## config.mk

```make
export PLATFORM = sky130hd
export DESIGN_NAME = port_pin_function_select
export DESIGN_NICKNAME = d
export VERILOG_FILES = /design/src/hdl/port_pkg.sv /design/src/hdl/pin_sync.sv /design/src/hdl/port_pin_function_select.sv
export VERILOG_INCLUDE_DIRS = /design/src /design/src/hdl
export SDC_FILE = /design/constraint.sdc
export NUM_CORES = 1
export LEC_CHECK = 0
export ABC_AREA = 1
export BUFFER_PORTS_ARGS = -buffer_cell sky130_fd_sc_hd__buf_2
export CAP_MARGIN = 20
export CORE_ASPECT_RATIO = 1.1
export CORE_UTILIZATION = 46
export DETAILED_ROUTE_END_ITERATION = 8
export PLACE_DENSITY = 0.82
export SLEW_MARGIN = 20
export SYNTH_ARGS = -nofsm -noshare
export SYNTH_HDL_FRONTEND = slang
export SYNTH_SLANG_ARGS = --single-unit
```

## constraint.sdc

```tcl
create_clock -name pclk -period 1.1 [get_ports pclk]
set_input_delay 0.165 -clock pclk [delete_from_list [all_inputs] [get_ports pclk]]
set_output_delay 0.165 -clock pclk [all_outputs]
set_load 0.03 [all_outputs]
```

## src/hdl/port_defines.svh

```systemverilog
`ifndef PORT_DEFINES_SVH
`define PORT_DEFINES_SVH

// Register byte offsets on the APB
`define OFF_PORT7_DIRECTION 12'h000
`define OFF_PORT7_DATA 12'h004
`define OFF_PORT_MODE_ONE 12'h008
`define OFF_PORT_MODE_FIVE 12'h00c
`define OFF_PORT2_DIRECTION 12'h010
`define OFF_PORT5_DIRECTION 12'h014
`define OFF_SERIAL_CONTROL 12'h018
`define OFF_SERIAL_MODE 12'h01c
`define OFF_PORT2_DATA 12'h020
`define OFF_PORT5_DATA 12'h024

// Field layouts
`define PORT7_IMPL_MASK 8'h77
`define PORT7_RSVD_MASK 8'h88
`define NARROW_PORT_MASK 8'h07
`define MODE_ONE_TX_SELECT_BIT 1
`define SERIAL_RX_ENABLE_BIT 4
`define SERIAL_CLOCK_ENABLE_HI_BIT 1
`define SERIAL_CLOCK_ENABLE_LO_BIT 0
`define SERIAL_MODE_SYNC_BIT 7
`define PORT2_TX_PIN 2
`define PORT2_RX_PIN 1
`define PORT2_CLOCK_PIN 0

// Reset values and read fill
`define REG8_RESET 8'h00
`define READ_FILL_ZERO 24'h000000
`define READ_EMPTY 32'h00000000

// Synchroniser width: port 7, port 2 and port 5 pins together
`define SYNC_WIDTH 14

`endif

```

## src/hdl/port_pkg.sv

```systemverilog
`default_nettype none
package port_pkg;

  typedef logic [7:0] reg8_type;

  typedef enum logic [1:0] {
    clk_pin_gpio,
    clk_pin_drive,
    clk_pin_sense
  } clk_pin_role_type;

endpackage
`default_nettype wire

```

## src/hdl/pin_sync.sv

```systemverilog
`timescale 1ns/100ps
`default_nettype none
`include "port_defines.svh"
module pin_sync (
  // Clock and reset
  input wire logic clk,
  input wire logic rst_n,
  // Pin levels in and out
  input wire logic [`SYNC_WIDTH-1:0] async_in,
  output logic [`SYNC_WIDTH-1:0] sync_out
);

  logic [`SYNC_WIDTH-1:0] meta_ff;

  generate
    for (genvar i = 0; i < `SYNC_WIDTH; i++)
    begin : g_bit
      always_ff @(posedge clk or negedge rst_n)
      begin
        if (!rst_n)
        begin
          meta_ff[i] <= 1'b0;
          sync_out[i] <= 1'b0;
        end
        else
        begin
          meta_ff[i] <= async_in[i];
          sync_out[i] <= meta_ff[i];
        end
      end
    end
  endgenerate

endmodule // pin_sync
`default_nettype wire

```

## src/hdl/port_pin_function_select.sv

```systemverilog
// Behaviour
// RULE1: Port 7 direction 1 drives, 0 inputs
// RULE2: Direction write-only, bits 6-4,2-0, reset 0
// RULE3: Direction bits 7 and 3 do nothing
// RULE4: Port 7 data latch drives output pins
// RULE5: Data read returns latch where output
// RULE6: Data read returns pin where input
// RULE7: Data bits 7,3 read 1; others reset 0
// RULE8: Transmit select overrides port 2 pin 2
// RULE9: Receive enable makes pin 1 receive input
// RULE10: Clock pin drives clock on 01 or synchronous
// RULE11: Upper clock enable makes pin 0 clock input
// RULE12: Wake-up select makes port 5 pin wake-up input
// RULE13: Data write updates latch whatever the direction
// RULE14: Pin levels synchronised before being read back
`timescale 1ns/100ps
`default_nettype none
`include "port_defines.svh"
module port_pin_function_select (
  // Clock and reset
  input wire logic pclk,
  input wire logic presetn,
  // APB slave
  input wire logic psel,
  input wire logic penable,
  input wire logic pwrite,
  input wire logic [11:0] paddr,
  input wire logic [31:0] pwdata,
  output logic [31:0] prdata,
  output logic pready,
  output logic pslverr,
  // Port 7 pins
  input wire logic [7:0] port7_pin_in,
  output logic [7:0] port7_pin_out,
  output logic [7:0] port7_pin_oe,
  // Port 2 pins
  input wire logic [2:0] port2_pin_in,
  output logic [2:0] port2_pin_out,
  output logic [2:0] port2_pin_oe,
  // Port 5 pins
  input wire logic [2:0] port5_pin_in,
  output logic [2:0] port5_pin_out,
  output logic [2:0] port5_pin_oe,
  // Serial peripheral side
  input wire logic tx_data,
  input wire logic serial_clock_drive,
  output logic rx_data,
  output logic serial_clock_sense,
  // Wake-up peripheral side
  output logic [2:0] wakeup_input
);

  // Software registers
  port_pkg::reg8_type port7_direction_ff;
  port_pkg::reg8_type port7_data_ff;
  port_pkg::reg8_type port_mode_one_ff;
  port_pkg::reg8_type port_mode_five_ff;
  port_pkg::reg8_type port2_direction_ff;
  port_pkg::reg8_type port5_direction_ff;
  port_pkg::reg8_type serial_control_ff;
  port_pkg::reg8_type serial_mode_ff;
  port_pkg::reg8_type port2_data_ff;
  port_pkg::reg8_type port5_data_ff;
  logic [31:0] prdata_ff;
  logic pslverr_ff;

  // Synchronised pin levels
  logic [`SYNC_WIDTH-1:0] pins_sync;
  wire logic [7:0] port7_sync;
  wire logic [2:0] port2_sync;
  wire logic [2:0] port5_sync;

  // Merge latch and pin per bit by direction
  function automatic port_pkg::reg8_type merge_read(
    input port_pkg::reg8_type dir,
    input port_pkg::reg8_type latch,
    input port_pkg::reg8_type pins
  );
    return (dir & latch) | (~dir & pins);
  endfunction

  pin_sync u_pin_sync (
    .clk(pclk),
    .rst_n(presetn),
    .async_in({port5_pin_in, port2_pin_in, port7_pin_in}),
    .sync_out(pins_sync)
  ); // [RULE14]

  assign port7_sync = pins_sync[7:0];
  assign port2_sync = pins_sync[10:8];
  assign port5_sync = pins_sync[13:11];

  // APB decode
  wire logic setup_phase = psel & ~penable;
  wire logic write_access = psel & penable & pwrite;
  wire logic hit_p7_dir = (paddr == `OFF_PORT7_DIRECTION);
  wire logic hit_p7_data = (paddr == `OFF_PORT7_DATA);
  wire logic hit_mode_one = (paddr == `OFF_PORT_MODE_ONE);
  wire logic hit_mode_five = (paddr == `OFF_PORT_MODE_FIVE);
  wire logic hit_p2_dir = (paddr == `OFF_PORT2_DIRECTION);
  wire logic hit_p5_dir = (paddr == `OFF_PORT5_DIRECTION);
  wire logic hit_ser_ctl = (paddr == `OFF_SERIAL_CONTROL);
  wire logic hit_ser_mode = (paddr == `OFF_SERIAL_MODE);
  wire logic hit_p2_data = (paddr == `OFF_PORT2_DATA);
  wire logic hit_p5_data = (paddr == `OFF_PORT5_DATA);
  wire logic addr_ok = hit_p7_dir | hit_p7_data | hit_mode_one | hit_mode_five | hit_p2_dir
                     | hit_p5_dir | hit_ser_ctl | hit_ser_mode | hit_p2_data | hit_p5_data;
  wire port_pkg::reg8_type wbyte = pwdata[7:0];

  // Next values; unmapped writes change nothing
  wire port_pkg::reg8_type nxt_port7_direction =
    (write_access & hit_p7_dir) ? (wbyte & `PORT7_IMPL_MASK) : port7_direction_ff; // [RULE2] [RULE3]
  wire port_pkg::reg8_type nxt_port7_data =
    (write_access & hit_p7_data) ? (wbyte & `PORT7_IMPL_MASK) : port7_data_ff; // [RULE13]
  wire port_pkg::reg8_type nxt_port_mode_one =
    (write_access & hit_mode_one) ? wbyte : port_mode_one_ff;
  wire port_pkg::reg8_type nxt_port_mode_five =
    (write_access & hit_mode_five) ? (wbyte & `NARROW_PORT_MASK) : port_mode_five_ff;
  wire port_pkg::reg8_type nxt_port2_direction =
    (write_access & hit_p2_dir) ? (wbyte & `NARROW_PORT_MASK) : port2_direction_ff;
  wire port_pkg::reg8_type nxt_port5_direction =
    (write_access & hit_p5_dir) ? (wbyte & `NARROW_PORT_MASK) : port5_direction_ff;
  wire port_pkg::reg8_type nxt_serial_control =
    (write_access & hit_ser_ctl) ? wbyte : serial_control_ff;
  wire port_pkg::reg8_type nxt_serial_mode =
    (write_access & hit_ser_mode) ? wbyte : serial_mode_ff;
  wire port_pkg::reg8_type nxt_port2_data =
    (write_access & hit_p2_data) ? (wbyte & `NARROW_PORT_MASK) : port2_data_ff;
  wire port_pkg::reg8_type nxt_port5_data =
    (write_access & hit_p5_data) ? (wbyte & `NARROW_PORT_MASK) : port5_data_ff;

  always_ff @(posedge pclk or negedge presetn)
  begin
    if (!presetn)
    begin
      port7_direction_ff <= `REG8_RESET; // [RULE2]
      port7_data_ff <= `REG8_RESET; // [RULE7]
    end
    else
    begin
      port7_direction_ff <= nxt_port7_direction;
      port7_data_ff <= nxt_port7_data; // [RULE13]
    end
  end

  always_ff @(posedge pclk or negedge presetn)
  begin
    if (!presetn)
    begin
      port_mode_one_ff <= `REG8_RESET;
      port_mode_five_ff <= `REG8_RESET;
      serial_control_ff <= `REG8_RESET;
      serial_mode_ff <= `REG8_RESET;
    end
    else
    begin
      port_mode_one_ff <= nxt_port_mode_one;
      port_mode_five_ff <= nxt_port_mode_five;
      serial_control_ff <= nxt_serial_control;
      serial_mode_ff <= nxt_serial_mode;
    end
  end

  always_ff @(posedge pclk or negedge presetn)
  begin
    if (!presetn)
    begin
      port2_direction_ff <= `REG8_RESET;
      port5_direction_ff <= `REG8_RESET;
      port2_data_ff <= `REG8_RESET;
      port5_data_ff <= `REG8_RESET;
    end
    else
    begin
      port2_direction_ff <= nxt_port2_direction;
      port5_direction_ff <= nxt_port5_direction;
      port2_data_ff <= nxt_port2_data;
      port5_data_ff <= nxt_port5_data;
    end
  end

  // Read-back; direction registers are write-only and read zero
  wire port_pkg::reg8_type p7_read =
    (merge_read(port7_direction_ff, port7_data_ff, port7_sync) & `PORT7_IMPL_MASK)
    | `PORT7_RSVD_MASK; // [RULE5] [RULE6] [RULE7]
  wire port_pkg::reg8_type p2_read =
    merge_read(port2_direction_ff, port2_data_ff, {5'h00, port2_sync}) & `NARROW_PORT_MASK;
  wire port_pkg::reg8_type p5_read =
    merge_read(port5_direction_ff, port5_data_ff, {5'h00, port5_sync}) & `NARROW_PORT_MASK;
  wire port_pkg::reg8_type read_byte =
    hit_p7_data ? p7_read :
    hit_mode_one ? port_mode_one_ff :
    hit_mode_five ? port_mode_five_ff :
    hit_ser_ctl ? serial_control_ff :
    hit_ser_mode ? serial_mode_ff :
    hit_p2_data ? p2_read :
    hit_p5_data ? p5_read :
    `REG8_RESET;

  // Read data caught in setup so prdata comes from a flop with no wait state
  always_ff @(posedge pclk or negedge presetn)
  begin
    if (!presetn)
    begin
      prdata_ff <= `READ_EMPTY;
      pslverr_ff <= 1'b0;
    end
    else if (setup_phase)
    begin
      prdata_ff <= pwrite ? `READ_EMPTY : {`READ_FILL_ZERO, read_byte};
      pslverr_ff <= ~addr_ok;
    end
  end

  assign prdata = prdata_ff;
  assign pslverr = pslverr_ff & psel & penable;
  assign pready = 1'b1;

  // Port 7: plain general I/O
  assign port7_pin_oe = port7_direction_ff & `PORT7_IMPL_MASK; // [RULE1] [RULE3]
  assign port7_pin_out = port7_data_ff; // [RULE4]

  // Port 2 function selection
  wire logic tx_select = port_mode_one_ff[`MODE_ONE_TX_SELECT_BIT];
  wire logic rx_enable = serial_control_ff[`SERIAL_RX_ENABLE_BIT];
  wire logic clock_enable_hi = serial_control_ff[`SERIAL_CLOCK_ENABLE_HI_BIT];
  wire logic clock_enable_lo = serial_control_ff[`SERIAL_CLOCK_ENABLE_LO_BIT];
  wire logic sync_mode = serial_mode_ff[`SERIAL_MODE_SYNC_BIT];
  port_pkg::clk_pin_role_type clock_pin_role;

  assign clock_pin_role = clock_enable_hi ? port_pkg::clk_pin_sense : // [RULE11]
                          (clock_enable_lo | sync_mode) ? port_pkg::clk_pin_drive : // [RULE10]
                          port_pkg::clk_pin_gpio;

  logic clock_pin_oe;
  logic clock_pin_out;

  always_comb
  begin
    unique case (clock_pin_role)
      port_pkg::clk_pin_sense:
      begin
        clock_pin_oe = 1'b0;
        clock_pin_out = port2_data_ff[`PORT2_CLOCK_PIN];
      end
      port_pkg::clk_pin_drive:
      begin
        clock_pin_oe = 1'b1;
        clock_pin_out = serial_clock_drive;
      end
      port_pkg::clk_pin_gpio:
      begin
        clock_pin_oe = port2_direction_ff[`PORT2_CLOCK_PIN];
        clock_pin_out = port2_data_ff[`PORT2_CLOCK_PIN];
      end
      default:
      begin
        clock_pin_oe = 1'b0;
        clock_pin_out = 1'b0;
      end
    endcase
  end

  assign port2_pin_oe[`PORT2_TX_PIN] = tx_select | port2_direction_ff[`PORT2_TX_PIN]; // [RULE8]
  assign port2_pin_out[`PORT2_TX_PIN] = tx_select ? tx_data : port2_data_ff[`PORT2_TX_PIN]; // [RULE8]
  assign port2_pin_oe[`PORT2_RX_PIN] = ~rx_enable & port2_direction_ff[`PORT2_RX_PIN]; // [RULE9]
  assign port2_pin_out[`PORT2_RX_PIN] = port2_data_ff[`PORT2_RX_PIN];
  assign port2_pin_oe[`PORT2_CLOCK_PIN] = clock_pin_oe;
  assign port2_pin_out[`PORT2_CLOCK_PIN] = clock_pin_out;

  // Peripheral inputs gated so a disabled function sees a quiet zero
  assign rx_data = rx_enable & port2_sync[`PORT2_RX_PIN]; // [RULE9]
  assign serial_clock_sense = clock_enable_hi & port2_sync[`PORT2_CLOCK_PIN]; // [RULE11]

  // Port 5 wake-up selection
  assign port5_pin_oe = ~port_mode_five_ff[2:0] & port5_direction_ff[2:0]; // [RULE12]
  assign port5_pin_out = port5_data_ff[2:0];
  assign wakeup_input = port_mode_five_ff[2:0] & port5_sync; // [RULE12]
endmodule // port_pin_function_select
`default_nettype wire

```

# [Word-level counts from Yosys, hierarchy flattened]
# Cells that the tools add are included.
[word_totals] reg_bits=110 output_inout_bits=67
[op_classes] n_eq_ne=11 mux=13 n_bitwise=47 n_reduce_logical=3
[ops] cell="12-bit by 5-bit equality test with 1-bit output, second input constant" count=4
[ops] cell="8-bit two-way mux" count=6
[ops] cell="12-bit by 4-bit equality test with 1-bit output, second input constant" count=2
[ops] cell="12-bit by 6-bit equality test with 1-bit output, second input constant" count=2
[ops] cell="1-bit AND" count=18
[ops] cell="3-bit AND" count=6
[ops] cell="7-bit AND" count=2
[ops] cell="12-bit by 3-bit equality test with 1-bit output, second input constant" count=1
[ops] cell="12-bit logical NOT" count=1
[ops] cell="1-bit OR" count=11
[ops] cell="3-bit NOT" count=3
[ops] cell="7-bit NOT" count=1
[ops] cell="7-bit OR" count=1
[ops] cell="3-bit two-way mux" count=2
[ops] cell="3-bit OR" count=2
[ops] cell="1-bit one-hot mux with 2 select lines" count=2
[ops] cell="1-bit NOT" count=3
[ops] cell="2-bit by 1-bit equality test with 1-bit output, second input constant" count=1
[ops] cell="2-bit equality test, second input constant" count=1
[ops] cell="2-bit logical NOT" count=1
[ops] cell="1-bit two-way mux" count=2
[ops] cell="2-bit two-way mux" count=1
[ops] cell="2-bit OR reduction" count=1

# [Longest topological paths before layout]
[depth] word_depth=11 depth_mapped=13 depth_no_buf=13

# [Hierarchy]
# Synthesis repeated with hierarchy kept, for this count alone.
[unflattened] hier_cells=483 area_unflattened_um2=4140.2
[modules_own_cells] mod="port_pin_function_select" instances=1 cells_each=455 area_per_inst_um2=3439.5 seq_area_each_um2=1501.4
[modules_own_cells] mod="pin_sync" instances=1 cells_each=28 area_per_inst_um2=700.7 seq_area_each_um2=700.7

# [Worst setup path before layout]
# Ideal clock, no wire load.
[synth_path] path_kind="input -> register" start="in paddr[9]" end="reg port7_data_ff[2] (netlist: port7_pin_out[2])" setup_ps=123 arrival_ps=1166 setup_slack_ps=-189 path_stages=10 cell_sequence="nor2_1 > nand2_1 > buf_6 > nor2_4 > nand2_4 > inv_2 > nand2_1 > buf_4 > nand2_1 > o21ai_2"
[synth_via] elab_chain_cells=2
[synth_rtl] item="start, declared" line_no="port_pin_function_select.sv:27" rtl="input wire logic [11:0] paddr,"
[synth_rtl] item="12-bit by 3-bit equality test with 1-bit output (no line)"
[synth_rtl] item="1-bit AND" line_no="port_pin_function_select.sv:114" rtl="(write_access & hit_p7_data) ? (wbyte & `PORT7_IMPL_MASK) : port7_data_ff;"
[synth_rtl] item="end signal, assigned" line_no="port_pin_function_select.sv:137" rtl="port7_data_ff <= `REG8_RESET;"
[synth_rtl] item="end signal, assigned" line_no="port_pin_function_select.sv:142" rtl="port7_data_ff <= nxt_port7_data;"
[synth_rtl] item="end, declared" line_no="port_pin_function_select.sv:55" rtl="port_pkg::reg8_type port7_data_ff;"
# Every way passes these cells.
# A chain may end at the register's enable or synchronous reset.

# [Final worst setup path]
[layout_path] start="reg serial_mode_ff[7]" end="out port2_pin_out[0]"
[layout_via] elab_chain_cells=6 word_cells_on_any_way=8 classes_between="2 x eq/ne; 3 x mux; 1 x bitwise; 2 x reduce/logical"
[layout_rtl] item="start, declared" line_no="port_pin_function_select.sv:61" rtl="port_pkg::reg8_type serial_mode_ff;"
[layout_rtl] item="start signal, assigned" line_no="port_pin_function_select.sv:153" rtl="serial_mode_ff <= `REG8_RESET;"
[layout_rtl] item="start signal, assigned" line_no="port_pin_function_select.sv:160" rtl="serial_mode_ff <= nxt_serial_mode;"
[layout_rtl] item="1-bit OR (*)" line_no="port_pin_function_select.sv:232" rtl="(clock_enable_lo | sync_mode) ? port_pkg::clk_pin_drive :"
[layout_rtl] item="1-bit two-way mux (*)" line_no="port_pin_function_select.sv:232"
[layout_rtl] item="2-bit two-way mux (*)" line_no="port_pin_function_select.sv:231" rtl="assign clock_pin_role = clock_enable_hi ? port_pkg::clk_pin_sense :"
[layout_rtl] item="2-bit equality test / 2-bit logical NOT (equally long branches)" line_no="port_pin_function_select.sv:240" rtl="unique case (clock_pin_role)"
[layout_rtl] item="2-bit OR reduction (no line)"
[layout_rtl] item="1-bit one-hot mux with 2 select lines (*)" line_no="port_pin_function_select.sv:240"
[layout_rtl] item="end, declared" line_no="port_pin_function_select.sv:38" rtl="output logic [2:0] port2_pin_out,"
# Mark *: on every way between the ends. The rest lies on a longest branch, timed or not.

==> metrics.yaml <==
status:
  status: "complete, but fails checks"
  violations: "negative setup slack"
sta:
  period_share: 1.429
  setup_slack_ps: -471.6
  drv_slew: 0
  clock.fmax_mhz: 636.3
  whs_ps: 21.09
  final-setup-viol-count: 27
  hold_viol_final: 0
  fin_crit_ps: 1572
  rsz0062_at_grt: "yes"
  fin_skew_ps: 11.76
synth:
  synth_seq_cells: 84
  synth_edf_count: 0
  yosysWarnings: 0
  synth_top_area_share: 0.5161
  netlist_top_cells_area: "dfrtp_1 (52%), nand2_1 (12%), buf_4 (6.5%)"
  synthArstFlopShare: 1.000
  synth_top_cell_by_area: "dfrtp_1"
  syn_avg_cell_area_um2: 8.415
  netlist_area_um2: 4073
  synth_commonest_cells: "nand2_1 (132), dfrtp_1 (84), inv_1 (52)"
  netlist_instances: 484
  yosysSeqAreaShare: 0.5161
  synth_flop_cell: "dfrtp_1"
  yosysMostFrequentCell: "nand2_1"
  ys_types: 27
clocking:
  path_clk_slew_ps: 90
  clock_latency_ps: 360
  root_buffer: "clkbuf_8"
  cts_tree: "built"
  clockBufferDepth: 2
  htree_levels: 3
  cts_buffers: 9
  clock_sinks: 84
floorplanning:
  io_pins: 132
  dieArea_um2: 9234
  rows: 35
  core_region_area_um2: 8496
  fp.dieH_um: 100.7
  initial_core_util: 0.4794
  dieWidth_um: 91.72
grt:
  grt.total_usage: 0.2559
  grt_pass1_wl_um: 18230
  grt_max_degree: 35
  grt_pass1_vias: 3841
  antenna_found_initial: 0
  gr-total-overflow: 0
pwr:
  ir_worst_vdd_mv: 1.070
  power.total_w: 0.006569
  power_leakage_nw: 3.223
  power_density_nw_per_um2: 1052
routing:
  ant_nets: 0
  wl_per_cell_um: 15.54
  routed_via_density: 5.104
  drtPass1Iterations: 6
  drtIter0Drc: 262
  wirelength_um: 12140
  drc: 0
  num_vias: 3986
critical_path:
  crit_arrival_ps: 1410
  critPathMaxFanout: 3
  rrSetupSlack_ps: -190
  cp-start-kind: "flip-flop"
  required_ps: 940
  critPathKind: "reg -> out"
  cp-end-kind: "output port"
finish:
  nNetsFinal: 730
  drive_above_1_share: 0.4448
  syn2layout_area_growth_pct: 53.36
  antenna_cells: 0
  final_area_um2: 6246
placed_design:
  gp_congestion: 0.8850
  post-place-ws_ps: -495.4
  dpl-instance-area_um2: 5019
  port_buffers: 76
  post-dp-hpwl_um: 7535
min_path:
  hold_class: "in -> reg"
run:
  cap_violations: 0
[power breakdown]
group          leakage [nW]  internal, W  switching, W
clock                 0.127      0.00155       0.00123
combinational          2.02     0.000211      0.000424
sequential             1.08      0.00314     0.0000252
[cells by family after synthesis]
group | count (synthesis) | share of synthesized area
buf+inv | 98 | 0.1318
other cells | 2 | 0.001844
simple gates | 222 | 0.2415
flops | 84 | 0.5161
compound gates | 78 | 0.1088
[layout make-up]
type / instances / area [um2]
Sequential cell: 84 / 2106
Tap cell: 111 / 138.9
Clock inverter: 7 / 132.6
Inverter: 58 / 246.5
Multi-Input combinational cell: 329 / 1853
Clock buffer: 9 / 123.9
Timing Repair Buffer: 183 / 1645
Fill cell: 582 / 2250
[flip-flops by register name, indices dropped and copies added, names as in the netlist, 6 cells and up]
name and cells:
u_pin_sync.meta_ff 12, u_pin_sync.sync_out 12, port_mode_one_ff 8, prdata 8, serial_control_ff 8, serial_mode_ff 8, port7_direction_ff 6, port7_pin_out 6
[placed cells by master (no fill, tap or decap), types with 2 or more instances in the layout]
| cell | instances |
|---|---|
| o21ai_2 | 21 |
| nand3_2 | 3 |
| nand2_8 | 2 |
| nor3_4 | 4 |
| buf_4 | 71 |
| nand2_2 | 22 |
| nand2_4 | 7 |
| buf_2 | 34 |
| inv_2 | 18 |
| nor3_2 | 3 |
| buf_6 | 55 |
| nor2_2 | 9 |
| buf_12 | 8 |
| o21ai_1 | 26 |
| dfrtp_2 | 3 |
| inv_1 | 36 |
| nand3b_1 | 4 |
| dlygate4sd3_1 | 13 |
| o21ai_0 | 25 |
| nand3_1 | 17 |
| nor2_1 | 21 |
| a21oi_1 | 2 |
| nand2_1 | 106 |
| inv_4 | 2 |
| inv_6 | 2 |
| nor2_4 | 12 |
| dfrtp_1 | 81 |
| bufinv_16 | 3 |
| conb_1 | 29 |
| nand4_1 | 8 |
| clkbuf_8 | 9 |
[critical path, cell delays in order (launching register included)]
cell	delay, ps
dfrtp_1	450
o21bai_4	230
nor2_2	60
a21oi_2	150
buf_6	160
[path summary, 6_finish.rpt]
path / cells past startpoint / endpoint / from
max: 4 / port2_pin_out[0] / serial_mode_ff[7]$_DFFE_PN0P_
min: 3 / port7_direction_ff[6]$_DFFE_PN0P_ / pwdata[6]
max reg2reg: 9 / prdata[2]$_DFFE_PN0P_ / port2_data_ff[2]$_DFFE_PN0P_
min reg2reg: 0 / u_pin_sync.sync_out[5]$_DFF_PN0_ / u_pin_sync.meta_ff[5]$_DFF_PN0_
max in group asynchronous: 3 / port_mode_one_ff[1]$_DFFE_PN0P_ / presetn
min in group asynchronous: 2 / port2_data_ff[0]$_DFFE_PN0P_ / presetn
[what timing repair did]
item                                   CTS  global route
endpoints found under the hold margin   33             0
gates cloned                             0             1
setup endpoints to repair               55            72
buffers inserted                        26            11
gates resized for setup                 99            84
pin swaps                               12            29
hold buffers                            13             0
[stage by stage]
step                      cells  TNS [ps]  utilization
after floorplan             511     -2492            -
after global placement      714    -20190       0.5907
after detailed placement    714    -22030       0.5907
after CTS                   769     -3623       0.6944
after global routing        781     -5234       0.7352
final                       781     -3876       0.7352
[metal layers]
layer	routed length, um	share of wire	vias to the layer above	global-route usage
met1	4683	0.39	1930	0.3127
met4	362	0.030	0	0.09856
met3	657	0.054	35	0.04676
met2	6434	0.53	183	0.4523
li1	-	-	1838	-
met5	0	0	-	0
Power figures use the tool's default switching activity.
